### src/kpi_pkg.sv
// constants, types and helpers for the keyboard pin interrupt block
package kpi_pkg;

  localparam int unsigned KPI_NUM_PINS = 8;
  localparam int unsigned KPI_NUM_SEL  = 4;
  localparam int unsigned KPI_ADR_W    = 4;
  localparam int unsigned KPI_DAT_W    = 32;

  // register byte offsets on the bus
  localparam logic [KPI_ADR_W-1:0] KPI_OFS_STATUS_CONTROL = 4'h0;
  localparam logic [KPI_ADR_W-1:0] KPI_OFS_PIN_ENABLE     = 4'h4;

  // field positions in status_control_reg
  localparam int unsigned KPI_SC_POL_LSB  = 4;
  localparam int unsigned KPI_SC_POL_MSB  = 7;
  localparam int unsigned KPI_SC_FLAG_BIT = 3;
  localparam int unsigned KPI_SC_ACK_BIT  = 2;
  localparam int unsigned KPI_SC_IE_BIT   = 1;
  localparam int unsigned KPI_SC_MODE_BIT = 0;

  // byte lane that carries both registers
  localparam int unsigned KPI_LANE0 = 0;

  // reset values
  localparam logic [KPI_NUM_PINS-1:0] KPI_PIN_EN_RST = 8'h00;
  localparam logic [3:0]              KPI_POL_RST    = 4'h0;
  localparam logic [KPI_NUM_PINS-1:0] KPI_SAMP_RST   = 8'h00;
  localparam logic [KPI_DAT_W-1:0]    KPI_DAT_ZERO   = 32'h0000_0000;

  // inputs 3..0 have fixed falling/low polarity
  localparam logic [3:0] KPI_POL_FIXED = 4'h0;

  // edge-only (0) or edge-and-level (1) detection
  typedef enum logic {
    KPI_MODE_EDGE       = 1'b0,
    KPI_MODE_EDGE_LEVEL = 1'b1
  } kpi_mode_type;

  typedef struct packed {
    logic [3:0]   pol_hi;
    logic         key_irq_enable;
    kpi_mode_type edge_level_mode;
  } kpi_ctrl_type;

  typedef struct packed {
    logic [KPI_NUM_PINS-1:0] cur;
    logic [KPI_NUM_PINS-1:0] prev;
  } kpi_samp_type;

  // asserted level per pin: polarity 1 means high asserted
  function automatic logic [KPI_NUM_PINS-1:0] kpi_asserted(
    input logic [KPI_NUM_PINS-1:0] pins,
    input logic [KPI_NUM_PINS-1:0] pol
  );
    kpi_asserted = ~(pins ^ pol);
  endfunction

endpackage

### src/kpi_sampler.sv
// two-stage sampler of the key pins on the bus clock
`timescale 1ns/10ps
module kpi_sampler
  import kpi_pkg::*;
(
  input  wire logic                    clk_i,
  input  wire logic                    rst_i,
  input  wire logic                    ce_i,
  input  wire logic [KPI_NUM_PINS-1:0] pins_i,
  output kpi_samp_type                 samp_o
);

  logic [KPI_NUM_PINS-1:0] cur_r;
  logic [KPI_NUM_PINS-1:0] prev_r;

  // one bus cycle apart, so an edge spans two consecutive samples
  always_ff @(posedge clk_i) begin
    if (rst_i) begin
      cur_r  <= KPI_SAMP_RST;
      prev_r <= KPI_SAMP_RST;
    end else if (ce_i) begin
      cur_r  <= pins_i;
      prev_r <= cur_r;
    end
  end

  assign samp_o.cur  = cur_r;
  assign samp_o.prev = prev_r;

endmodule

### src/kpi_top.sv
// keyboard pin interrupt detector with classic wishbone registers
`timescale 1ns/10ps
module kpi_top
  import kpi_pkg::*;
(
  input  wire logic                    clk_i,
  input  wire logic                    rst_i,
  input  wire logic                    ce_i,
  input  wire logic                    wb_cyc_i,
  input  wire logic                    wb_stb_i,
  input  wire logic                    wb_we_i,
  input  wire logic [KPI_ADR_W-1:0]    wb_adr_i,
  input  wire logic [KPI_NUM_SEL-1:0]  wb_sel_i,
  input  wire logic [KPI_DAT_W-1:0]    wb_dat_i,
  output logic      [KPI_DAT_W-1:0]    wb_dat_o,
  output logic                         wb_ack_o,
  input  wire logic [KPI_NUM_PINS-1:0] key_pins_i,
  input  wire logic                    stop_mode_i,
  output logic                         irq_o,
  output logic                         wake_o
);

  logic [KPI_NUM_PINS-1:0] pin_enable_reg_r;
  kpi_ctrl_type            ctrl_r;
  logic                    key_event_flag_r;
  logic                    ack_r;
  logic [KPI_DAT_W-1:0]    rdata_r;

  kpi_samp_type            samp;
  logic [KPI_NUM_PINS-1:0] polarity_select;
  logic [KPI_NUM_PINS-1:0] act_cur;
  logic [KPI_NUM_PINS-1:0] act_prev;
  logic [KPI_NUM_PINS-1:0] act_live;
  logic [KPI_NUM_PINS-1:0] pin_detect_enable;
  logic [KPI_NUM_PINS-1:0] edge_vec;
  logic                    edge_any;
  logic                    others_quiet;
  logic                    edge_qual;
  logic                    level_hold;
  logic                    flag_set;
  logic                    bus_req;
  logic                    wr_commit;
  logic                    sel_sc;
  logic                    sel_pe;
  logic                    flag_acknowledge;
  logic [KPI_DAT_W-1:0]    rdata_nxt;

  // ------------------------------------------------------------------
  // pin sampling
  // ------------------------------------------------------------------
  kpi_sampler u_sampler (
    .clk_i  (clk_i),
    .rst_i  (rst_i),
    .ce_i   (ce_i),
    .pins_i (key_pins_i),
    .samp_o (samp)
  );

  // low four inputs stay falling/low whatever is written
  assign polarity_select = {ctrl_r.pol_hi, KPI_POL_FIXED};

  assign act_cur  = kpi_asserted(samp.cur, polarity_select);
  assign act_prev = kpi_asserted(samp.prev, polarity_select);
  assign act_live = kpi_asserted(key_pins_i, polarity_select);

  // disabled pins are masked out of every term below
  assign pin_detect_enable = pin_enable_reg_r;

  // edge: deasserted in one bus cycle, asserted in the next
  assign edge_vec = pin_detect_enable & act_cur & ~act_prev;
  assign edge_any = |edge_vec;

  // enabled pins without an edge were and still are deasserted
  assign others_quiet = ~|(pin_detect_enable & ~edge_vec & (act_cur | act_prev));

  always_comb begin
    unique case (ctrl_r.edge_level_mode)
      KPI_MODE_EDGE:       edge_qual = edge_any;
      KPI_MODE_EDGE_LEVEL: edge_qual = edge_any & others_quiet;
    endcase
  end

  assign level_hold = (ctrl_r.edge_level_mode == KPI_MODE_EDGE_LEVEL) &&
                      (|(pin_detect_enable & act_cur));

  assign flag_set = edge_qual | level_hold;

  // ------------------------------------------------------------------
  // wishbone slave: ack one cycle after the strobe, write at the ack edge
  // ------------------------------------------------------------------
  assign bus_req   = wb_cyc_i & wb_stb_i;
  assign wr_commit = bus_req & wb_we_i & ack_r & wb_sel_i[KPI_LANE0];
  assign sel_sc    = (wb_adr_i == KPI_OFS_STATUS_CONTROL);
  assign sel_pe    = (wb_adr_i == KPI_OFS_PIN_ENABLE);

  assign flag_acknowledge = wr_commit & sel_sc & wb_dat_i[KPI_SC_ACK_BIT];

  always_ff @(posedge clk_i) begin
    if (rst_i) begin
      ack_r <= 1'b0;
    end else if (ce_i) begin
      ack_r <= bus_req & ~ack_r;
    end
  end

  // unmapped offsets read zero; acknowledge bit always reads zero
  always_comb begin
    rdata_nxt = KPI_DAT_ZERO;
    if (sel_sc) begin
      rdata_nxt[KPI_SC_POL_MSB:KPI_SC_POL_LSB] = ctrl_r.pol_hi;
      rdata_nxt[KPI_SC_FLAG_BIT]               = key_event_flag_r;
      rdata_nxt[KPI_SC_ACK_BIT]                = 1'b0;
      rdata_nxt[KPI_SC_IE_BIT]                 = ctrl_r.key_irq_enable;
      rdata_nxt[KPI_SC_MODE_BIT]               = ctrl_r.edge_level_mode;
    end else if (sel_pe) begin
      rdata_nxt[KPI_NUM_PINS-1:0] = pin_enable_reg_r;
    end
  end

  always_ff @(posedge clk_i) begin
    if (rst_i) begin
      rdata_r <= KPI_DAT_ZERO;
    end else if (ce_i) begin
      if (bus_req & ~ack_r & ~wb_we_i) begin
        rdata_r <= rdata_nxt;
      end else if (~bus_req) begin
        rdata_r <= KPI_DAT_ZERO;
      end
    end
  end

  assign wb_ack_o = ack_r;
  assign wb_dat_o = rdata_r;

  // ------------------------------------------------------------------
  // control registers
  // ------------------------------------------------------------------
  always_ff @(posedge clk_i) begin
    if (rst_i) begin
      pin_enable_reg_r <= KPI_PIN_EN_RST;
    end else if (ce_i && wr_commit && sel_pe) begin
      pin_enable_reg_r <= wb_dat_i[KPI_NUM_PINS-1:0];
    end
  end

  always_ff @(posedge clk_i) begin
    if (rst_i) begin
      ctrl_r.pol_hi          <= KPI_POL_RST;
      ctrl_r.key_irq_enable  <= 1'b0;
      ctrl_r.edge_level_mode <= KPI_MODE_EDGE;
    end else if (ce_i && wr_commit && sel_sc) begin
      ctrl_r.pol_hi          <= wb_dat_i[KPI_SC_POL_MSB:KPI_SC_POL_LSB];
      ctrl_r.key_irq_enable  <= wb_dat_i[KPI_SC_IE_BIT];
      ctrl_r.edge_level_mode <= kpi_mode_type'(wb_dat_i[KPI_SC_MODE_BIT]);
    end
  end

  // ------------------------------------------------------------------
  // event flag: a set in the acknowledge cycle wins over the clear
  // ------------------------------------------------------------------
  always_ff @(posedge clk_i) begin
    if (rst_i) begin
      key_event_flag_r <= 1'b0;
    end else if (ce_i) begin
      if (flag_set) begin
        key_event_flag_r <= 1'b1;
      end else if (flag_acknowledge) begin
        key_event_flag_r <= 1'b0;
      end
    end
  end

  assign irq_o = key_event_flag_r & ctrl_r.key_irq_enable;

  // clocks may be halted in stop: pure level path from the pins
  assign wake_o = stop_mode_i & (|(pin_detect_enable & act_live));

  // ------------------------------------------------------------------
  // checks
  // ------------------------------------------------------------------
  AST_IRQ_FOLLOWS_FLAG: assert property (
    @(posedge clk_i) disable iff (rst_i)
    irq_o == (key_event_flag_r && ctrl_r.key_irq_enable))
    else $error("irq does not follow flag and enable");

  AST_DISABLED_NO_SET: assert property (
    @(posedge clk_i) disable iff (rst_i)
    ce_i && (pin_enable_reg_r == KPI_PIN_EN_RST) && !key_event_flag_r
    |=> !key_event_flag_r)
    else $error("flag set with no pin enabled");

  AST_FALL_SETS: assert property (
    @(posedge clk_i) disable iff (rst_i)
    ce_i && pin_enable_reg_r[0] && samp.prev[0] && !samp.cur[0]
    && ctrl_r.edge_level_mode == KPI_MODE_EDGE
    |=> key_event_flag_r)
    else $error("falling edge on input 0 missed");

  AST_RISE_SETS: assert property (
    @(posedge clk_i) disable iff (rst_i)
    ce_i && pin_enable_reg_r[KPI_SC_POL_LSB] && ctrl_r.pol_hi[0]
    && !samp.prev[KPI_SC_POL_LSB] && samp.cur[KPI_SC_POL_LSB]
    && ctrl_r.edge_level_mode == KPI_MODE_EDGE
    |=> key_event_flag_r)
    else $error("rising edge on input 4 missed");

  AST_LEVEL_HOLDS: assert property (
    @(posedge clk_i) disable iff (rst_i)
    ce_i && ctrl_r.edge_level_mode == KPI_MODE_EDGE_LEVEL
    && (|(pin_enable_reg_r & act_cur))
    |=> key_event_flag_r)
    else $error("flag dropped while a pin stays asserted");

  AST_ACK_CLEARS: assert property (
    @(posedge clk_i) disable iff (rst_i)
    ce_i && flag_acknowledge && !edge_any
    && ctrl_r.edge_level_mode == KPI_MODE_EDGE
    |=> !key_event_flag_r)
    else $error("acknowledge did not clear the flag");

  AST_LEVEL_EDGE_QUIET: assert property (
    @(posedge clk_i) disable iff (rst_i)
    ce_i && !key_event_flag_r && ctrl_r.edge_level_mode == KPI_MODE_EDGE_LEVEL
    && !(|(pin_enable_reg_r & act_cur))
    |=> !key_event_flag_r)
    else $error("flag set in level mode with no asserted pin");

  AST_ACK_READS_ZERO: assert property (
    @(posedge clk_i) disable iff (rst_i)
    wb_ack_o |-> !wb_dat_o[KPI_SC_ACK_BIT])
    else $error("acknowledge bit read back as one");

  AST_FIXED_POLARITY: assert property (
    @(posedge clk_i) disable iff (rst_i)
    ce_i && wr_commit && sel_sc
    |=> polarity_select[KPI_SC_POL_LSB-1:0] == KPI_POL_FIXED)
    else $error("low inputs took a written polarity");

  AST_POL_WRITE: assert property (
    @(posedge clk_i) disable iff (rst_i)
    ce_i && wr_commit && sel_sc
    |=> ctrl_r.pol_hi == $past(wb_dat_i[KPI_SC_POL_MSB:KPI_SC_POL_LSB]))
    else $error("polarity select not stored");

  AST_STOP_WAKE: assert property (
    @(posedge clk_i) disable iff (rst_i)
    stop_mode_i && (|(pin_enable_reg_r & act_live)) |-> wake_o)
    else $error("no wake-up for asserted pin in stop");

  AST_RESET_CLEAR: assert property (
    @(posedge clk_i)
    $past(rst_i) |-> !key_event_flag_r && !irq_o
    && pin_enable_reg_r == KPI_PIN_EN_RST && ctrl_r.key_irq_enable == 1'b0)
    else $error("state not cleared by reset");

  AST_SYNC_EDGE: assert property (
    @(posedge clk_i) disable iff (rst_i)
    ce_i && !key_event_flag_r && ctrl_r.edge_level_mode == KPI_MODE_EDGE
    && !flag_acknowledge && $stable(samp.cur) && (samp.cur == samp.prev)
    |=> !key_event_flag_r)
    else $error("flag set with no edge on the samples");

  AST_EDGE_SETS_FLAG: assert property (
    @(posedge clk_i) disable iff (rst_i)
    ce_i && edge_qual |=> key_event_flag_r ##1 1'b1)
    else $error("qualifying edge did not set the flag");

  AST_BUS_ACK: assert property (
    @(posedge clk_i) disable iff (rst_i)
    ce_i && bus_req && !wb_ack_o |=> wb_ack_o ##1 !wb_ack_o || !ce_i)
    else $error("bus ack not one cycle after request");

endmodule

### config.mk
export PLATFORM = sky130hd
export DESIGN_NAME = kpi_top
export DESIGN_NICKNAME = d
export VERILOG_FILES = /design/src/kpi_pkg.sv /design/src/kpi_sampler.sv /design/src/kpi_top.sv
export SDC_FILE = /design/constraint.sdc
export NUM_CORES = 1
export LEC_CHECK = 0
export BUFFER_PORTS_ARGS = -buffer_cell sky130_fd_sc_hd__buf_4
export CORE_UTILIZATION = 40
export DETAILED_ROUTE_END_ITERATION = 6
export PLACE_DENSITY_LB_ADDON = 0.3
export SLEW_MARGIN = 10
export SYNTH_ARGS = -nofsm -noshare
export SYNTH_HDL_FRONTEND = slang
export SYNTH_SLANG_ARGS = --single-unit
### constraint.sdc
create_clock -name clk_i -period 2.1 [get_ports clk_i]
set_clock_uncertainty 0.15 [all_clocks]
set_input_delay 0.105 -clock clk_i [delete_from_list [all_inputs] [get_ports clk_i]]
set_output_delay 0.105 -clock clk_i [all_outputs]
set_load 0.005 [all_outputs]
==> impl_metrics.py <==
metrics = {
    "floorplan": {
        "die_h_um": 74.7,
        "die-area_mm2": 0.00558,
        "rows": 26,
        "die_width_um": 74.7,
        "start_util": 0.414,
        "core_area_mm2": 0.00511,
        "ios": 90,
    },
    "detailed_routing": {
        "first_pass_iters": 4,
        "ant_nets": 0,
        "wire_per_inst_um": 12.5,
        "route.detailed.drc": 0,
        "routed_wl_mm": 4.44,
        "avgViaCountPerCell": 4.88,
        "drt-initial-drc-count": 101,
        "dr_total_vias": 1728,
    },
    "logic_synthesis": {
        "synth_top_area_frac": 0.378,
        "yosys_warnings": 0,
        "yosysTopAreaCell": "dfxtp_1",
        "netlist_instances": 232,
        "seq_area_frac_synth": 0.378,
        "synth-seq-cells": 40,
        "syn_area_mm2": 0.00212,
        "synthTopCellsByArea": "dfxtp_1 38%, mux2i_1 15%, buf_4 8.5%",
        "syn_area_per_cell_um2": 9.12,
        "synth.distinct_cells": 37,
    },
    "grt": {
        "antenna_found_initial": 0,
        "grt_first_pass_wirelength_mm": 7.04,
        "grt_max_degree": 42,
        "grt.total_usage": 0.171,
        "grt.overflow.total": 0,
        "grt_pass1_vias": 1511,
    },
    "clock_network": {
        "clock_sinks": 40,
        "numCtsBuffers": 5,
        "clockBufferDepth": 2,
        "postCtsSetupBuffers": 0,
        "clkSlewWorstSetupHoldPaths_ns": 0.07,
        "h-tree-depth": 2,
        "root_buffer": "clkbuf_8",
        "clk_latency_ns": 0.28,
        "cts_tree": "yes",
    },
    "pwr": {
        "power.total_uw": 1500,
        "static-leakage-power_uw": 0.00113,
        "p_per_area_mw_per_mm2": 569,
        "ir_drop_v": 0.000411,
    },
    "sta": {
        "finalSetupViolations": 0,
        "timing.hold.ws_ns": 0.0962,
        "slew_headroom": 0.639,
        "rsz0062_at_grt": "no",
        "slew_violations": 0,
        "fmax_ghz": 0.509,
        "tns_ns": 0,
        "tightest_slew_ns": 0.537,
        "fin_crit_ns": 1.96,
        "hold_viol": 0,
        "min_period_over_period": 0.935,
    },
    "worst_setup_path": {
        "cp.arrival_ns": 1.71,
        "worstSetupEndpointType": "output pin",
        "crit_required_ns": 1.85,
        "path_max_fanout": 2,
        "startpoint_type": "input port",
        "criticalPathCategory": "in -> out",
    },
    "final_layout": {
        "utilization": 0.516,
        "syn2layout_area_growth_pct": 24.7,
        "drive_above_1_share": 0.225,
        "finalNonFillerCells": 354,
        "diodes": 0,
        "nFillCells": 506,
        "fin_nets": 339,
    },
    "placement": {
        "placed_cells": 330,
        "port_buffers": 38,
        "gp_congestion": 0.798,
        "dp_hpwl_mm": 3.12,
    },
    "worst_hold_path": {
        "hp-class": "in -> reg",
    },
    "run_status": {
        "status": "complete, no violations",
    },
    "flow_run": {
        "maxCapViolations": 0,
    },
}
==> area by class of cell <==
type	instances	area (um2)	area share
well taps	70	87.6	0.0332
flip-flops and latches	40	801	0.304
clock buffers	7	96.3	0.0365
repair buffers	58	478	0.181
multi-input cells	174	1160	0.438
inverters	5	18.8	0.00712
==> cell usage after synthesis, drive strengths merged <==
cell type and instances:
nand3 3, a21oi 2, a311o 1, mux2 7, o21ai 3, a222oi 4, nand2b 4, nor3 2
a311oi 1, dfxtp 40, and2 1, nor2 41, a221oi 1, nor2b 4, nand2 9, xnor2 11
a31oi 1, a21boi 2, o22ai 6, a22oi 7, conb 1, nand3b 1, nor3b 1, a22o 1
buf 28, mux2i 32, nor4 3, or3 1, a211oi 1, inv 5, clkbuf 8
==> metrics by stage <==
stage | setup slack (ns) | instance area (um2)
2_1_floorplan | 0.495 | 2200
3_3_place_gp | 0.284 | 2370
3_5_place_dp | 0.269 | 2370
4_1_cts | 0.175 | 2640
5_1_grt | 0.0977 | 2640
6_report | 0.137 | 2640
==> what timing repair did <==
item,in CTS,in global routing
resized for setup,0,0
hold buffers,17,0
endpoints found under the hold margin,23,0
setup endpoints to repair,0,0
==> flip-flops by register name, summed over array words and instances (netlist names) <==
signal and cells:
wb_dat_o 8, key_event_flag_r 1, wb_ack_o 1, pin_detect_enable 8, u_sampler.cur_r 8, ctrl_r 6
u_sampler.prev_r 8
==> metal layers <==
layer,vias to the layer above,wire [um],part of all wire,GRT usage
met3,5,175,0.039,0.0402
met2,56,2090,0.47,0.276
met1,807,2140,0.48,0.225
li1,860,-,-,-
met5,-,0,0,0
met4,0,38,0.0086,0.0566
==> critical path: stages <==
cell,delay [ns]
dlygate4sd3_1,0.54
buf_4,0.14
xnor2_1,0.12
a222oi_1,0.46
a21boi_0,0.17
buf_4,0.17
==> report_power, final <==
group          leakage (uW)  internal, uW  total, uW  switching [uW]
clock network     0.0000503           293        548             255
registers          0.000324           773        790            16.3
logic              0.000750          86.3        162            75.4
==> path summary, 6_finish.rpt <==
kind / slack, ns / from / cells after the start / endpoint
setup / recovery: 0.14 / key_pins_i[6] / 6 / wake_o
setup reg to reg: 0.38 / wb_ack_o / 5 / pin_detect_enable[1]
hold / removal: 0.1 / rst_i / 2 / ctrl_r[5]
hold reg to reg: 0.31 / wb_dat_o[2] / 2 / wb_dat_o[2]
==> cells in the final DEF (no fill, tap or decap), drive strengths merged, types with 2 or more instances in the layout <==
cell type	instances
a21oi	2
xnor2	11
buf	41
clkbuf	7
dfxtp	40
nand2	9
a21boi	2
mux2	7
inv	5
nor2b	4
nor2	41
nor4	3
o21ai	3
a222oi	4
nand2b	4
dlygate4sd3	17
a22oi	7
nand3	3
mux2i	32
conb	24
o22ai	6
nor3	2
==> kinds of logic after synthesis <==
group,after synthesis,synth area share
compound gates,30,0.104
other cells,1,0.00177
buf+inv,41,0.116
xor+xnor,11,0.0455
flops,40,0.378
mux,39,0.189
simple gates,70,0.166
Power figures use the tool's default switching activity.
